===== src/irq_pkg.sv =====
// Constants, types and shared decoding of the six-source interrupt and sleep controller
// How it works
// - Six sources: two external pins, timers 0, 1, 2 overflow, serial port.
// - Enable bit 7 gates all sources; when set, each own bit gates.
// - Enable layout: 5 timer2, 4 serial, 3 timer1, 2 ext1, 1 timer0, 0 ext0.
// - Level is {high bit, low bit}; 00 lowest, 11 highest.
// - Low priority register uses the enable layout; bits 7 and 6 reserved.
// - High priority register same layout; supplies the upper level bit.
// - Running routine is preempted only by a strictly higher level.
// - A level 3 routine is never preempted until it returns.
// - Simultaneous requests of different levels: higher level is vectored.
// - Same level: fixed polling order picks the winner.
// - Light sleep write is the last instruction; core clock gated, rest runs.
// - In light sleep core state and port levels are held.
// - Any enabled interrupt clears light sleep and is serviced, then code resumes.
// - Deep sleep write is the last instruction; oscillator stops; state retained.
// - Deep sleep ends only by reset or enabled external pin 0 or 1.
// - Low on an enabled wake pin restarts oscillator; return high completes exit.
// - Both wake pins: either low restarts; first release exits; higher level first.
// - After the wake routine returns, code resumes after the deep sleep write.
// - Reset exit reinitialises registers; pin exit keeps them; RAM unchanged.
// - Both sleep bits set: deep exit applies; vectoring clears both bits.
// - Strobes 1 in light, 0 in deep; external code: port0 floats, port2 address light only.
// - Deep bit is bit 1, reset clears it; light bit is bit 0, cleared by interrupt or reset.
package irq_pkg;

	localparam int NUM_SRC = 6;
	localparam int NUM_LEVELS = 4;
	localparam int ADDR_W = 10;

	// Register indices; byte address is four times the index
	localparam logic [7:0] IDX_IRQ_ENABLE = 8'hA8;
	localparam logic [7:0] IDX_PRIO_HIGH = 8'hB7;
	localparam logic [7:0] IDX_PRIO_LOW = 8'hB8;
	localparam logic [7:0] IDX_POWER_CTRL = 8'h87;
	localparam logic [7:0] IDX_EXT_MODE = 8'hC0;
	localparam logic [7:0] IDX_IRQ_STATUS = 8'hC1;

	// Field positions
	localparam int GLOBAL_EN_BIT = 7;
	localparam int SRC_EXT0 = 0;
	localparam int SRC_TMR0 = 1;
	localparam int SRC_EXT1 = 2;
	localparam int SRC_TMR1 = 3;
	localparam int SRC_SERIAL = 4;
	localparam int SRC_TMR2 = 5;
	localparam int DEEP_BIT = 1;
	localparam int LIGHT_BIT = 0;

	// Writable masks and reset values
	localparam logic [7:0] IE_MASK = 8'hBF;
	localparam logic [7:0] PRIO_MASK = 8'h3F;
	localparam logic [7:0] POWER_CONTROL_REG_MASK = 8'h0F;
	localparam logic [7:0] EXT_MODE_MASK = 8'h03;
	localparam logic [7:0] IE_RESET = 8'h00;
	localparam logic [7:0] PRIO_RESET = 8'h00;
	localparam logic [7:0] POWER_CONTROL_REG_RESET = 8'h00;
	localparam logic [7:0] EXT_MODE_RESET = 8'h00;

	localparam logic [1:0] RESP_OK = 2'h0;
	localparam logic [1:0] RESP_SLVERR = 2'h2;

	typedef enum logic [1:0] {
		SLEEP_RUN = 2'b00,
		SLEEP_LIGHT = 2'b01,
		SLEEP_DEEP = 2'b10,
		SLEEP_WAKE = 2'b11
	} sleep_state_t;

	typedef struct packed {
		logic valid;
		logic [2:0] src;
		logic [1:0] level;
	} irq_pick_t;

	typedef struct packed {
		logic any;
		logic [1:0] level;
	} svc_t;

	// Highest level currently in service
	function automatic svc_t top_active(input logic [NUM_LEVELS-1:0] in_service);
		svc_t r;
		r = '0;
		for (int i = 0; i < NUM_LEVELS; i++) begin
			if (in_service[i]) begin
				r.any = 1'b1;
				r.level = 2'(i);
			end
		end
		return r;
	endfunction

endpackage


===== src/irq_sleep_ctrl.sv =====
// Interrupt controller with light and deep sleep control, Avalon-MM register slave
`timescale 1ns/1ps
`default_nettype none
module irq_sleep_ctrl (
	input wire logic core_clk,
	input wire logic sys_rst,
	// Avalon-MM slave
	input wire logic [irq_pkg::ADDR_W-1:0] address,
	input wire logic read,
	input wire logic write,
	input wire logic [31:0] writedata,
	input wire logic [3:0] byteenable,
	output logic [31:0] readdata,
	output logic waitrequest,
	output logic [1:0] response,
	// Request sources
	input wire logic ext_irq0_pin,
	input wire logic ext_irq1_pin,
	input wire logic timer0_ovf,
	input wire logic timer1_ovf,
	input wire logic timer2_ovf,
	input wire logic serial_irq,
	input wire logic ext_code_mem,
	// Processor core
	input wire logic irq_ack,
	input wire logic irq_ret,
	output logic irq_req,
	output logic [2:0] irq_vector,
	output logic [1:0] irq_level,
	// Power control
	output logic core_clk_en,
	output logic osc_run,
	output logic strobe_hold_en,
	output logic strobe_hold_level,
	output logic port0_float,
	output logic port2_addr_keep
);
	localparam int NS = irq_pkg::NUM_SRC;

	// ************************************************************
	// Registers and state
	// ************************************************************
	logic [7:0] ie_reg, prio_high_reg, prio_low_reg, power_control_reg_reg, ext_mode_reg;
	logic [7:0] power_control_reg_next;
	logic [3:0] in_service_reg, in_service_next;
	irq_pkg::sleep_state_t state_reg, state_next;
	logic [1:0] pin_meta_reg, pin_sync_reg, pin_prev_reg, ext_flag_reg;
	logic code_meta_reg, code_sync_reg;
	logic waitrequest_reg, irq_req_reg;
	logic [31:0] readdata_reg;
	logic [1:0] response_reg, irq_level_reg;
	logic [2:0] irq_vector_reg;
	logic core_clk_en_reg, osc_run_reg, strobe_hold_en_reg, strobe_hold_level_reg;
	logic port0_float_reg, port2_addr_keep_reg;

	// ************************************************************
	// Pin synchronisers and external request flags
	// ************************************************************
	logic [1:0] pin_raw, pin_fall, pin_rise, wake_en, wake_low, wake_release, ext_req;
	logic [1:0] ext_ack;
	assign pin_raw = {ext_irq1_pin, ext_irq0_pin};
	assign pin_fall = pin_prev_reg & ~pin_sync_reg;
	assign pin_rise = ~pin_prev_reg & pin_sync_reg;
	assign wake_en = {ie_reg[irq_pkg::SRC_EXT1], ie_reg[irq_pkg::SRC_EXT0]} & {2{ie_reg[irq_pkg::GLOBAL_EN_BIT]}};
	assign wake_low = wake_en & ~pin_sync_reg;
	assign wake_release = (state_reg == irq_pkg::SLEEP_WAKE) ? (wake_en & pin_rise) : 2'b00;
	assign ext_ack[0] = irq_ack && irq_vector_reg == 3'(irq_pkg::SRC_EXT0);
	assign ext_ack[1] = irq_ack && irq_vector_reg == 3'(irq_pkg::SRC_EXT1);

	genvar gi;
	generate
		for (gi = 0; gi < 2; gi++) begin : g_pin
			always_ff @(posedge core_clk or posedge sys_rst) begin
				if (sys_rst) begin
					pin_meta_reg[gi] <= 1'b1;
					pin_sync_reg[gi] <= 1'b1;
					pin_prev_reg[gi] <= 1'b1;
					ext_flag_reg[gi] <= 1'b0;
				end else begin
					pin_meta_reg[gi] <= pin_raw[gi];
					pin_sync_reg[gi] <= pin_meta_reg[gi];
					pin_prev_reg[gi] <= pin_sync_reg[gi];
					// Set wins over the acknowledge clear; a wake release also latches the request
					if ((ext_mode_reg[gi] && pin_fall[gi]) || wake_release[gi]) begin
						ext_flag_reg[gi] <= 1'b1;
					end else if (ext_ack[gi]) begin
						ext_flag_reg[gi] <= 1'b0;
					end
				end
			end
			// Level mode requests while the pin stays low
			assign ext_req[gi] = ext_flag_reg[gi] | (~ext_mode_reg[gi] & ~pin_sync_reg[gi]);
		end
	endgenerate

	always_ff @(posedge core_clk or posedge sys_rst) begin
		if (sys_rst) begin
			code_meta_reg <= 1'b0;
			code_sync_reg <= 1'b0;
		end else begin
			code_meta_reg <= ext_code_mem;
			code_sync_reg <= code_meta_reg;
		end
	end

	// ************************************************************
	// Arbitration
	// ************************************************************
	logic [NS-1:0] src_pending;
	irq_pkg::irq_pick_t pick;
	irq_pkg::svc_t active;
	assign src_pending = {timer2_ovf, serial_irq, timer1_ovf, ext_req[1], timer0_ovf, ext_req[0]};
	assign active = irq_pkg::top_active(in_service_reg);

	irq_arbiter #(.NUM_SRC(NS)) u_arbiter (
		.src_pending(src_pending),
		.src_enable(ie_reg[NS-1:0]),
		.global_enable(ie_reg[irq_pkg::GLOBAL_EN_BIT]),
		.prio_high(prio_high_reg[NS-1:0]),
		.prio_low(prio_low_reg[NS-1:0]),
		.in_service(in_service_reg),
		.pick(pick)
	);

	// Nothing is offered while powered down, nor in the cycle the core takes a vector
	logic irq_req_next, asleep_deep;
	assign asleep_deep = state_reg == irq_pkg::SLEEP_DEEP || state_reg == irq_pkg::SLEEP_WAKE;
	assign irq_req_next = pick.valid && !asleep_deep && !irq_ack;

	// Nesting: acknowledge marks a level busy, return frees the top one
	always_comb begin
		in_service_next = in_service_reg;
		if (irq_ret && active.any) begin
			in_service_next[active.level] = 1'b0;
		end
		if (irq_ack && irq_req_reg) begin
			in_service_next[irq_level_reg] = 1'b1;
		end
	end

	// ************************************************************
	// Register bus
	// ************************************************************
	logic [7:0] reg_idx, rd_byte, wr_byte;
	logic bus_req, bus_commit, aligned, hit_ie, hit_ph, hit_pl, hit_pc, hit_em, hit_st, mapped, wr_ok;
	assign reg_idx = address[irq_pkg::ADDR_W-1:2];
	assign aligned = address[1:0] == 2'b00;
	assign bus_req = read || write;
	assign bus_commit = bus_req && !waitrequest_reg;
	assign hit_ie = aligned && reg_idx == irq_pkg::IDX_IRQ_ENABLE;
	assign hit_ph = aligned && reg_idx == irq_pkg::IDX_PRIO_HIGH;
	assign hit_pl = aligned && reg_idx == irq_pkg::IDX_PRIO_LOW;
	assign hit_pc = aligned && reg_idx == irq_pkg::IDX_POWER_CTRL;
	assign hit_em = aligned && reg_idx == irq_pkg::IDX_EXT_MODE;
	assign hit_st = aligned && reg_idx == irq_pkg::IDX_IRQ_STATUS;
	assign mapped = hit_ie | hit_ph | hit_pl | hit_pc | hit_em | hit_st;
	assign wr_ok = bus_commit && write && byteenable[0];
	assign wr_byte = writedata[7:0];
	// Reserved bits read as zero
	assign rd_byte = hit_ie ? ie_reg :
		hit_ph ? prio_high_reg :
		hit_pl ? prio_low_reg :
		hit_pc ? power_control_reg_reg :
		hit_em ? ext_mode_reg :
		hit_st ? {1'b0, irq_req_reg, state_reg, in_service_reg} : 8'h00;

	// ************************************************************
	// Sleep control
	// ************************************************************
	logic wr_power_control_reg, sleep_enter, both_bits;
	assign wr_power_control_reg = wr_ok && hit_pc;
	assign sleep_enter = wr_power_control_reg && state_reg == irq_pkg::SLEEP_RUN
		&& (wr_byte[irq_pkg::DEEP_BIT] || wr_byte[irq_pkg::LIGHT_BIT]);
	assign both_bits = power_control_reg_reg[irq_pkg::DEEP_BIT] && power_control_reg_reg[irq_pkg::LIGHT_BIT];

	always_comb begin
		state_next = state_reg;
		case (state_reg)
			irq_pkg::SLEEP_RUN: begin
				if (sleep_enter) begin
					// Deep sleep takes over when both bits are written
					state_next = wr_byte[irq_pkg::DEEP_BIT] ? irq_pkg::SLEEP_DEEP : irq_pkg::SLEEP_LIGHT;
				end
			end
			irq_pkg::SLEEP_LIGHT: begin
				if (pick.valid) begin
					state_next = irq_pkg::SLEEP_RUN;
				end
			end
			irq_pkg::SLEEP_DEEP: begin
				if (|wake_low) begin
					state_next = irq_pkg::SLEEP_WAKE;
				end
			end
			irq_pkg::SLEEP_WAKE: begin
				if (|wake_release) begin
					state_next = irq_pkg::SLEEP_RUN;
				end
			end
			default: state_next = irq_pkg::SLEEP_RUN;
		endcase
	end

	always_comb begin
		power_control_reg_next = power_control_reg_reg;
		if (wr_power_control_reg) begin
			power_control_reg_next = wr_byte & irq_pkg::POWER_CONTROL_REG_MASK;
		end
		if (state_reg == irq_pkg::SLEEP_LIGHT && pick.valid) begin
			power_control_reg_next[irq_pkg::LIGHT_BIT] = 1'b0;
		end
		if (irq_ack && irq_req_reg) begin
			power_control_reg_next[irq_pkg::LIGHT_BIT] = 1'b0;
			if (both_bits) begin
				power_control_reg_next[irq_pkg::DEEP_BIT] = 1'b0;
			end
		end
	end

	logic light_next, sleep_next;
	assign light_next = state_next == irq_pkg::SLEEP_LIGHT;
	assign sleep_next = state_next != irq_pkg::SLEEP_RUN;

	// ************************************************************
	// Sequential state
	// ************************************************************
	// Reset clears all of these; a pin wake leaves every register but state_reg as it was
	always_ff @(posedge core_clk or posedge sys_rst) begin
		if (sys_rst) begin
			ie_reg <= irq_pkg::IE_RESET;
			prio_high_reg <= irq_pkg::PRIO_RESET;
			prio_low_reg <= irq_pkg::PRIO_RESET;
			ext_mode_reg <= irq_pkg::EXT_MODE_RESET;
			power_control_reg_reg <= irq_pkg::POWER_CONTROL_REG_RESET;
			state_reg <= irq_pkg::SLEEP_RUN;
			in_service_reg <= '0;
		end else begin
			if (wr_ok && hit_ie) ie_reg <= wr_byte & irq_pkg::IE_MASK;
			if (wr_ok && hit_ph) prio_high_reg <= wr_byte & irq_pkg::PRIO_MASK;
			if (wr_ok && hit_pl) prio_low_reg <= wr_byte & irq_pkg::PRIO_MASK;
			if (wr_ok && hit_em) ext_mode_reg <= wr_byte & irq_pkg::EXT_MODE_MASK;
			power_control_reg_reg <= power_control_reg_next;
			state_reg <= state_next;
			in_service_reg <= in_service_next;
		end
	end

	always_ff @(posedge core_clk or posedge sys_rst) begin
		if (sys_rst) begin
			waitrequest_reg <= 1'b1;
			readdata_reg <= '0;
			response_reg <= irq_pkg::RESP_OK;
		end else begin
			// One wait cycle: data is captured, then the request completes
			waitrequest_reg <= !(bus_req && waitrequest_reg);
			readdata_reg <= {24'h000000, rd_byte};
			response_reg <= mapped ? irq_pkg::RESP_OK : irq_pkg::RESP_SLVERR;
		end
	end

	always_ff @(posedge core_clk or posedge sys_rst) begin
		if (sys_rst) begin
			irq_req_reg <= 1'b0;
			irq_vector_reg <= '0;
			irq_level_reg <= '0;
		end else begin
			irq_req_reg <= irq_req_next;
			irq_vector_reg <= pick.src;
			irq_level_reg <= pick.level;
		end
	end

	// Core clock gating freezes core registers and port latches in place
	always_ff @(posedge core_clk or posedge sys_rst) begin
		if (sys_rst) begin
			core_clk_en_reg <= 1'b1;
			osc_run_reg <= 1'b1;
			strobe_hold_en_reg <= 1'b0;
			strobe_hold_level_reg <= 1'b0;
			port0_float_reg <= 1'b0;
			port2_addr_keep_reg <= 1'b0;
		end else begin
			core_clk_en_reg <= !sleep_next;
			osc_run_reg <= state_next != irq_pkg::SLEEP_DEEP;
			strobe_hold_en_reg <= sleep_next;
			strobe_hold_level_reg <= light_next;
			port0_float_reg <= sleep_next && code_sync_reg;
			port2_addr_keep_reg <= light_next && code_sync_reg;
		end
	end

	assign readdata = readdata_reg;
	assign waitrequest = waitrequest_reg;
	assign response = response_reg;
	assign irq_req = irq_req_reg;
	assign irq_vector = irq_vector_reg;
	assign irq_level = irq_level_reg;
	assign core_clk_en = core_clk_en_reg;
	assign osc_run = osc_run_reg;
	assign strobe_hold_en = strobe_hold_en_reg;
	assign strobe_hold_level = strobe_hold_level_reg;
	assign port0_float = port0_float_reg;
	assign port2_addr_keep = port2_addr_keep_reg;

	logic [7:0] ie_d_reg, ph_d_reg, pl_d_reg;
	logic [NS-1:0] pend_d_reg;
	logic better_exists;
	always_ff @(posedge core_clk) begin
		ie_d_reg <= ie_reg;
		ph_d_reg <= prio_high_reg;
		pl_d_reg <= prio_low_reg;
		pend_d_reg <= src_pending;
	end
	always_comb begin
		better_exists = 1'b0;
		for (int j = 0; j < NS; j++) begin
			if (pend_d_reg[j] && ie_d_reg[j] && ({ph_d_reg[j], pl_d_reg[j]} > irq_level_reg
				|| ({ph_d_reg[j], pl_d_reg[j]} == irq_level_reg && 3'(j) < irq_vector_reg))) begin
				better_exists = 1'b1;
			end
		end
	end
endmodule
`default_nettype wire


===== src/irq_arbiter.sv =====
// Level and polling arbiter for the six interrupt sources
`timescale 1ns/1ps
`default_nettype none
module irq_arbiter #(
	parameter int NUM_SRC = irq_pkg::NUM_SRC
) (
	input wire logic [NUM_SRC-1:0] src_pending,
	input wire logic [NUM_SRC-1:0] src_enable,
	input wire logic global_enable,
	input wire logic [NUM_SRC-1:0] prio_high,
	input wire logic [NUM_SRC-1:0] prio_low,
	input wire logic [irq_pkg::NUM_LEVELS-1:0] in_service,
	output irq_pkg::irq_pick_t pick
);
	logic [NUM_SRC-1:0] live;
	irq_pkg::svc_t active;
	irq_pkg::irq_pick_t best;

	assign live = src_pending & src_enable & {NUM_SRC{global_enable}};
	assign active = irq_pkg::top_active(in_service);

	// Scan levels from the top, and within a level from the lowest index
	always_comb begin
		best = '0;
		for (int lvl = irq_pkg::NUM_LEVELS - 1; lvl >= 0; lvl--) begin
			for (int i = 0; i < NUM_SRC; i++) begin
				if (!best.valid && live[i] && {prio_high[i], prio_low[i]} == 2'(lvl)) begin
					best.valid = 1'b1;
					best.src = 3'(i);
					best.level = 2'(lvl);
				end
			end
		end
	end

	// Only a strictly higher level may preempt; level 3 has nothing above it
	assign pick.valid = best.valid && (!active.any || best.level > active.level);
	assign pick.src = best.src;
	assign pick.level = best.level;
endmodule
`default_nettype wire


===== config.mk =====
export PLATFORM = sky130hd
export DESIGN_NAME = irq_sleep_ctrl
export DESIGN_NICKNAME = d
export VERILOG_FILES = /design/src/irq_pkg.sv /design/src/irq_sleep_ctrl.sv /design/src/irq_arbiter.sv
export SDC_FILE = /design/constraint.sdc
export NUM_CORES = 1
export LEC_CHECK = 0
export ABC_CLOCK_PERIOD_IN_PS = 3570
export BUFFER_PORTS_ARGS = -buffer_cell sky130_fd_sc_hd__buf_2
export CORE_UTILIZATION = 40
export DETAILED_ROUTE_END_ITERATION = 12
export SLEW_MARGIN = 20
export SYNTH_ARGS = -nofsm -noshare
export SYNTH_HDL_FRONTEND = slang
export SYNTH_SLANG_ARGS = --single-unit
export TNS_END_PERCENT = 20

===== constraint.sdc =====
create_clock -name core_clk -period 3.57 [get_ports core_clk]
set_clock_uncertainty 0.05 [all_clocks]
set_input_delay 0.1785 -clock core_clk [delete_from_list [all_inputs] [get_ports core_clk]]
set_output_delay 0.1785 -clock core_clk [all_outputs]
set_load 0.02 [all_outputs]

==> flow_summary_export.csv, run 1 <==
group,metric,value,unit
synthesis,async_reset_ff_frac,1.00,
worst_setup_path,endpoint_kind,"register",
worst_setup_path,r2r-start,"ie_reg[7]$_DFFE_PP0P_",
clocking,clk_pin_slew,0.08,ns
clocking,cts_made_buffers,9,
sta,fin_setup_tns,0,ns
global_route,grt_start_max_net_pins,43,
routing,viasPerCell,5.58,
synthesis,yosysWarnings,0,
placed_design,pre_cts_ws,0.287,ns
final_layout,fillers,801,
global_route,grt_usage,0.198,
worst_setup_path,critical_path.cell_chain,"buf_4 > nand2_1 > or3_4 > and3_1 > nand3_1 > a21o_1 > inv_1 > ha_1 > nor2b_1 > a2bb2oi_1 > nor2_1 > nor4_2 > o21a_4 > o21bai_1",
clocking,root_buffer,"clkbuf_8",
sta,period_share,0.900,
final_layout,final_cells,531,
sta,rsz0062_at_grt,"no",
sta,setup_viol_count_final,0,
sta,hold_violations,0,
worst_setup_path,cp_slowest_cell,"dfrtp_1",
routing,wl_per_cell,16.7,µm
synthesis,yosysTopAreaCellShare,0.374,
placed_design,placedCellCount,509,
clocking,postCtsSetupBuffers,0,
worst_setup_path,rrSetupSlack,0.36,ns
synthesis,ys.flop_type,"dfrtp_1",
final_layout,n_antenna_cell,0,
sta,relSlewSlack,0.409,
synthesis,synth_edf_count,0,
sta,slew_viol_final,0,
global_route,top_usage_layer,"met2",
synthesis,syn_inst,346,
flow_run,drv_cap,0,
clocking,clk_latency,0.35,ns
synthesis,syn_avg_cell_area,10.4,µm²
floorplanning,ios,106,
outcome,status,"finished, final reports clean",
worst_setup_path,reg2reg_depth,14,
floorplanning,die_area,9410,µm²
worst_setup_path,worstPathRequired,3.75,ns
min_path,min-delay-start,"writedata[7]",
pwr,powerDensity,388,nW/µm²
synthesis,synth.distinct_cells,76,
placed_design,dp_hpwl,6840,µm
global_route,grtUsageMet1,0.277,
worst_setup_path,startpoint_type,"register",
sta,worst_slack,0.359,ns
global_route,grt_pass1_wl,14300,µm
sta,worst_pin_slew,0.885,ns
routing,drcViolationCount,0,
final_layout,syn2layout_area_growth,17.4,%
global_route,antenna_found_initial,0,
final_layout,layout.nets,479,
min_path,min_path_type,"primary input to register",
worst_setup_path,cpPeakStageDelay,0.55,ns
global_route,grt_pass1_vias,2738,
global_route,grt_use_met2,0.309,
placed_design,io_buffers,52,
pwr,peakVddDrop,0.267,mV
clocking,clkSinkCount,63,
final_layout,largest_reg_flops,8,
routing,vias,2962,
synthesis,ys_ff_latch,63,
final_layout,final_layout_size_suffix_gt1_frac,0.322,
clocking,cts_buffer_depth,2,
global_route,grt_util_met3,0.0296,
clocking,cts_tree,"built",
routing,drtIter0Drc,282,
synthesis,ys_seq_area_frac,0.440,
worst_setup_path,path_max_fanout,10,
floorplanning,rows,34,
synthesis,netlist_area,3610,µm²
routing,postRouteAntennaNets,0,
worst_setup_path,cp.arrival,3.39,ns
placed_design,gp_routability_congestion,0.923,
floorplanning,die_y,97.0,µm
synthesis,ys_top_cells_by_area,"dfrtp_1 (37%), dfstp_2 (6.5%), mux2_2 (6.5%)",
pwr,leakagePower,2.04,nW
sta,period_needed,3.21,ns
floorplanning,core,8720,µm²
floorplanning,die_x,97.0,µm
sta,max_freq,311,MHz
worst_setup_path,path_class,"register to register",
min_path,worstHoldEndpoint,"ie_reg[7]$_DFFE_PP0P_",
routing,drt-total-wl,8890,µm
worst_setup_path,reg2reg_to,"strobe_hold_en$_DFF_PP0_",
global_route,grt_overflow,0,
floorplanning,start_util,0.414,
synthesis,synth_top_cell_by_area,"dfrtp_1",
routing,first_pass_iters,5,
min_path,min_path_cells,2,
clocking,cts.htree.levels,3,
layout by cell type, fill, tap and decap left out, types with 6 or more instances in the layout:
cell type	synthesis	final
o21ai_0	10	10
conb_1	1	25
clkbuf_8	0	9
nand3_1	11	11
nand4_1	6	6
mux2_2	21	21
nand2b_1	8	8
nor3_1	7	7
buf_2	1	52
dlygate4sd3_1	0	6
nand2_1	29	29
buf_4	27	10
inv_1	14	13
a21oi_1	7	7
dfstp_2	9	9
dfrtp_1	54	54
nor2_1	23	23
nand4b_1	6	6
worst max-delay path by stage:
stage / startpoint / to / depth (start not counted)
floorplan: ie_reg[7]$_DFFE_PP0P_ / strobe_hold_en$_DFF_PP0_ / 13
global placement: ie_reg[7]$_DFFE_PP0P_ / strobe_hold_en$_DFF_PP0_ / 14
detailed placement: ie_reg[7]$_DFFE_PP0P_ / strobe_hold_en$_DFF_PP0_ / 14
CTS: ie_reg[7]$_DFFE_PP0P_ / strobe_hold_en$_DFF_PP0_ / 14
global route: ie_reg[7]$_DFFE_PP0P_ / core_clk_en$_DFF_PP1_ / 13
finish: ie_reg[7]$_DFFE_PP0P_ / strobe_hold_en$_DFF_PP0_ / 14
final cells by class:
cell class              instances  area (µm²)  area share
flip-flops and latches         63        1590       0.375
multi-input cells             262        1840       0.434
clock buffers                   9         124      0.0292
well taps                     108         135      0.0319
repair buffers                 68         395      0.0933
clock inverters                 7         104      0.0245
inverters                      14        52.6      0.0124
where the power goes:
| part | switching [W] | total, W | leakage (nW) | internal, W |
|---|---|---|---|---|
| Clock | 0.000314 | 0.000715 | 0.108 | 0.000401 |
| Sequential | 0.0000215 | 0.000763 | 0.808 | 0.000742 |
| Combinational | 0.000111 | 0.000166 | 1.13 | 0.0000553 |
| Total | 0.000446 | 0.00164 | 2.04 | 0.00120 |
critical path: cells and delay by family (launching register included):
family	cells	cell delay [ns]
AO/OA/AOI/OAI	4	0.63
adder cells (fa/ha/maj)	1	0.19
buffers and inverters	2	0.25
flip-flops	1	0.55
AND/OR/NAND/NOR	7	1.42
routing by layer:
| metal | up-vias | routed length [µm] |
|---|---|---|
| met5 | - | 0 |
| met4 | 0 | 125 |
| met3 | 10 | 458 |
| met2 | 105 | 4220 |
| met1 | 1463 | 4090 |
| li1 | 1384 | - |
through the flow:
stage / total power (W) / util / hold slack (ns) / instance area, µm²
global placement: 0.000933 / 0.452 / 0.233 / 3950
finish: 0.00164 / 0.486 / 0.0184 / 4240
global route: 0.00171 / 0.486 / 0.0180 / 4240
CTS: 0.00166 / 0.485 / 0.00837 / 4230
floorplan: 0.000897 / - / 0.133 / 3700
detailed placement: 0.000935 / 0.452 / 0.235 / 3950
timing repair:
action	CTS	global route
gates resized for setup	0	1
endpoints found under the hold margin	12	0
hold buffers	6	0
endpoints found under the setup margin	0	1
cell families after synthesis:
| logic type | after synthesis | share of synthesized area |
|---|---|---|
| AO/OA/AOI/OAI | 72 | 0.157 |
| buffers and inverters | 45 | 0.0776 |
| other | 1 | 0.00104 |
| AND/OR/NAND/NOR | 137 | 0.239 |
| adder cells (fa/ha/maj) | 2 | 0.00693 |
| multiplexers | 26 | 0.0793 |
| flip-flops | 63 | 0.440 |
Yosys cell counts (all sizes together), types with 3 or more instances:
cell type / n
nand4b: 7
a22o: 3
and4: 5
nor2: 25
o21bai: 3
nand2: 29
buf: 29
a21o: 3
mux2: 21
nor2b: 4
o211ai: 6
o22ai: 3
dfstp: 9
nand3b: 4
nor4b: 4
dfrtp: 54
and2: 4
inv: 14
nor3: 9
nand3: 11
o21a: 3
o21ai: 11
a31oi: 4
nand2b: 8
a21oi: 8
and3: 3
nor4: 3
o21ba: 3
or3: 6
a2bb2oi: 4
a222oi: 3
mux2i: 5
nand4: 7
No activity file was read; power rests on OpenSTA's default activity.
==> run 2, diff against run 1 <==
==> constraint.sdc (replaced) <==
create_clock -name core_clk -period 3.57 [get_ports core_clk]
set_clock_uncertainty 0.05 [all_clocks]
set_input_delay 0.8925 -clock core_clk [delete_from_list [all_inputs] [get_ports core_clk]]
set_output_delay 0.8925 -clock core_clk [all_outputs]
set_load 0.02 [all_outputs]
==> run 2 against run 1 <==
Sequential power barely moved; sequential share of layout area fell by 0.26 points; wire length rose by 3.1%; clock power rose by 9.8%; die area did not move; hold slack improved by 0.29 ns.
==> flow_summary_export.csv, run 2 (synthesis gave the netlist of run 1 again) <==
group,metric,value,unit
floorplanning,rows,34,
routing,drtIter0Drc,283,
routing,first_pass_iters,6,
floorplanning,ios,106,
routing,postRouteAntennaNets,0,
final_layout,final_cell_area,4270,µm²
sta,period_share,0.923,
final_layout,finish.utilization,0.490,
min_path,min_path_type,"register to register",
sta,period_needed,3.30,ns
routing,vias,2921,
pwr,powerDensity,400,nW/µm²
floorplanning,die_area,9410,µm²
final_layout,final_cells,534,
clocking,cts_tree,"built",
sta,rsz0062_at_grt,"no",
floorplanning,die_y,97.0,µm
final_layout,layout.nets,482,
worst_setup_path,path_class,"primary input to register",
floorplanning,start_util,0.414,
final_layout,syn2layout_area_growth,18.2,%
flow_run,drv_cap,0,
routing,wl_per_cell,17.2,µm
global_route,grt_pass1_wl,14800,µm
sta,hold_violations,0,
worst_setup_path,startpoint,"timer0_ovf",
placed_design,placed_cell_area,4010,µm²
worst_setup_path,endpoint_kind,"register",
routing,drt-total-wl,9160,µm
pwr,comb_power_share,0.093,
pwr,seq_power_share,0.447,
routing,viasPerCell,5.47,
worst_setup_path,r2r-start,"ie_reg[7]$_DFFE_PP0P_",
global_route,grt_start_max_net_pins,27,
pwr,finalPower,0.00171,W
final_layout,largest_reg_flops,8,
worst_setup_path,endpoint,"strobe_hold_en$_DFF_PP0_",
worst_setup_path,worstPathRequired,3.75,ns
global_route,grt_overflow,0,
final_layout,register_area,1590,µm²
placed_design,placedCellCount,518,
final_layout,n_antenna_cell,0,
worst_setup_path,cp.arrival,3.47,ns
placed_design,gp_routability_congestion,0.881,
clocking,root_buffer,"clkbuf_8",
clocking,cts_buffer_depth,2,
final_layout,fillers,794,
final_layout,final_cell_mix,"dfrtp_1 (54), buf_2 (52), nand2_1 (29)",
worst_setup_path,reg2reg_depth,14,
pwr,switchingPower,0.000441,W
outcome,status,"finished, final reports clean",
worst_setup_path,path_max_fanout,7,
global_route,antenna_found_initial,0,
clocking,clkSinkCount,63,
global_route,grt_pass1_vias,2773,
worst_setup_path,reg2reg_to,"strobe_hold_en$_DFF_PP0_",
clocking,clk_latency,0.34,ns
min_path,min_path_cells,0,
sta,slew_viol_final,0,
pwr,power.internal,0.00127,W
sta,setup_viol_count_final,0,
pwr,peakVddDrop,0.178,mV
placed_design,dp_hpwl,7080,µm
clocking,cts.htree.levels,3,
final_layout,multiInputGateArea,1840,µm²
floorplanning,die_x,97.0,µm
clocking,cts_made_buffers,9,
placed_design,io_buffers,52,
floorplanning,core,8720,µm²
routing,drcViolationCount,0,
sta,relSlewSlack,0.552,
pwr,leakagePower,2.08,nW
clocking,clk_pin_slew,0.08,ns
pwr,switching_share,0.258,
sta,worst_pin_slew,0.670,ns
global_route,grt_usage,0.205,
pwr,clockPowerShare,0.460,
final_layout,mostFrequentLayoutCell,"dfrtp_1",
worst_setup_path,startpoint_type,"primary input",
worst_setup_path,rrSetupSlack,0.35,ns
final_layout,final_layout_size_suffix_gt1_frac,0.340,
sta,max_freq,303,MHz
==> run 2: power by group through the flow <==
| stage | Sequential [W] | Combinational, W | Clock (W) |
|---|---|---|---|
| 2_1_floorplan | 0.000782 | 0.000116 | 0 |
| 3_3_place_gp | 0.000776 | 0.000158 | 0 |
| 3_5_place_dp | 0.000777 | 0.000159 | 0 |
| 4_1_cts | 0.000763 | 0.000159 | 0.000797 |
| 5_1_grt | 0.000767 | 0.000177 | 0.000834 |
| 6_report | 0.000763 | 0.000159 | 0.000785 |
==> run 2: worst max-delay path: stages <==
cell and delay (ns):
buf_2 0.12, and4_4 0.18, a22o_1 0.27, nor2_2 0.14
nor3b_2 0.24, nand3_1 0.17, ha_1 0.33, nor2b_1 0.14
a2bb2oi_1 0.20, nor2_1 0.09, nor4_1 0.36, o21a_4 0.26
o21bai_1 0.07
==> run 2: layout make-up <==
cell class / count / area share
Tap cell: 108 / 0.0317
Timing Repair Buffer: 71 / 0.0944
Clock inverter: 7 / 0.0299
Sequential cell: 63 / 0.372
Clock buffer: 9 / 0.0290
Multi-Input combinational cell: 262 / 0.431
Inverter: 14 / 0.0123
==> run 2: metrics by stage <==
step | setup TNS (ns) | hold slack [ns] | worst slack, ns
floorplan | 0 | 0.281 | 0.170
global route | 0 | 0.310 | 0.0613
global placement | -0.956 | 0.286 | -0.145
finish | 0 | 0.307 | 0.275
CTS | 0 | 0.309 | 0.0923
detailed placement | -1.82 | 0.290 | -0.272
==> run 2: timing repair <==
item                                    in CTS  in global routing
gates resized for setup                      0                  1
endpoints found under the setup margin       0                  7
hold buffers                                 0                  0
setup buffers                                0                  0
==> run 2: worst min-delay path by stage <==
stage / from / slack (ns) / end
after floorplan: code_meta_reg$_DFF_PP0_ / 0.28 / code_sync_reg$_DFF_PP0_
after global placement: code_meta_reg$_DFF_PP0_ / 0.29 / code_sync_reg$_DFF_PP0_
after detailed placement: code_meta_reg$_DFF_PP0_ / 0.29 / code_sync_reg$_DFF_PP0_
after CTS: pin_meta_reg[1]$_DFF_PP1_ / 0.31 / pin_sync_reg[1]$_DFF_PP1_
after global routing: pin_meta_reg[1]$_DFF_PP1_ / 0.31 / pin_sync_reg[1]$_DFF_PP1_
final: code_meta_reg$_DFF_PP0_ / 0.31 / code_sync_reg$_DFF_PP0_
==> run 2: metal layers <==
layer	part of all wire	vias to the layer above	global-route usage	wire [µm]
met5	0	-	0	0
met4	0.014	0	0.0712	132
met3	0.048	10	0.0354	439
met2	0.47	98	0.321	4340
met1	0.46	1433	0.285	4250
li1	-	1380	-	-
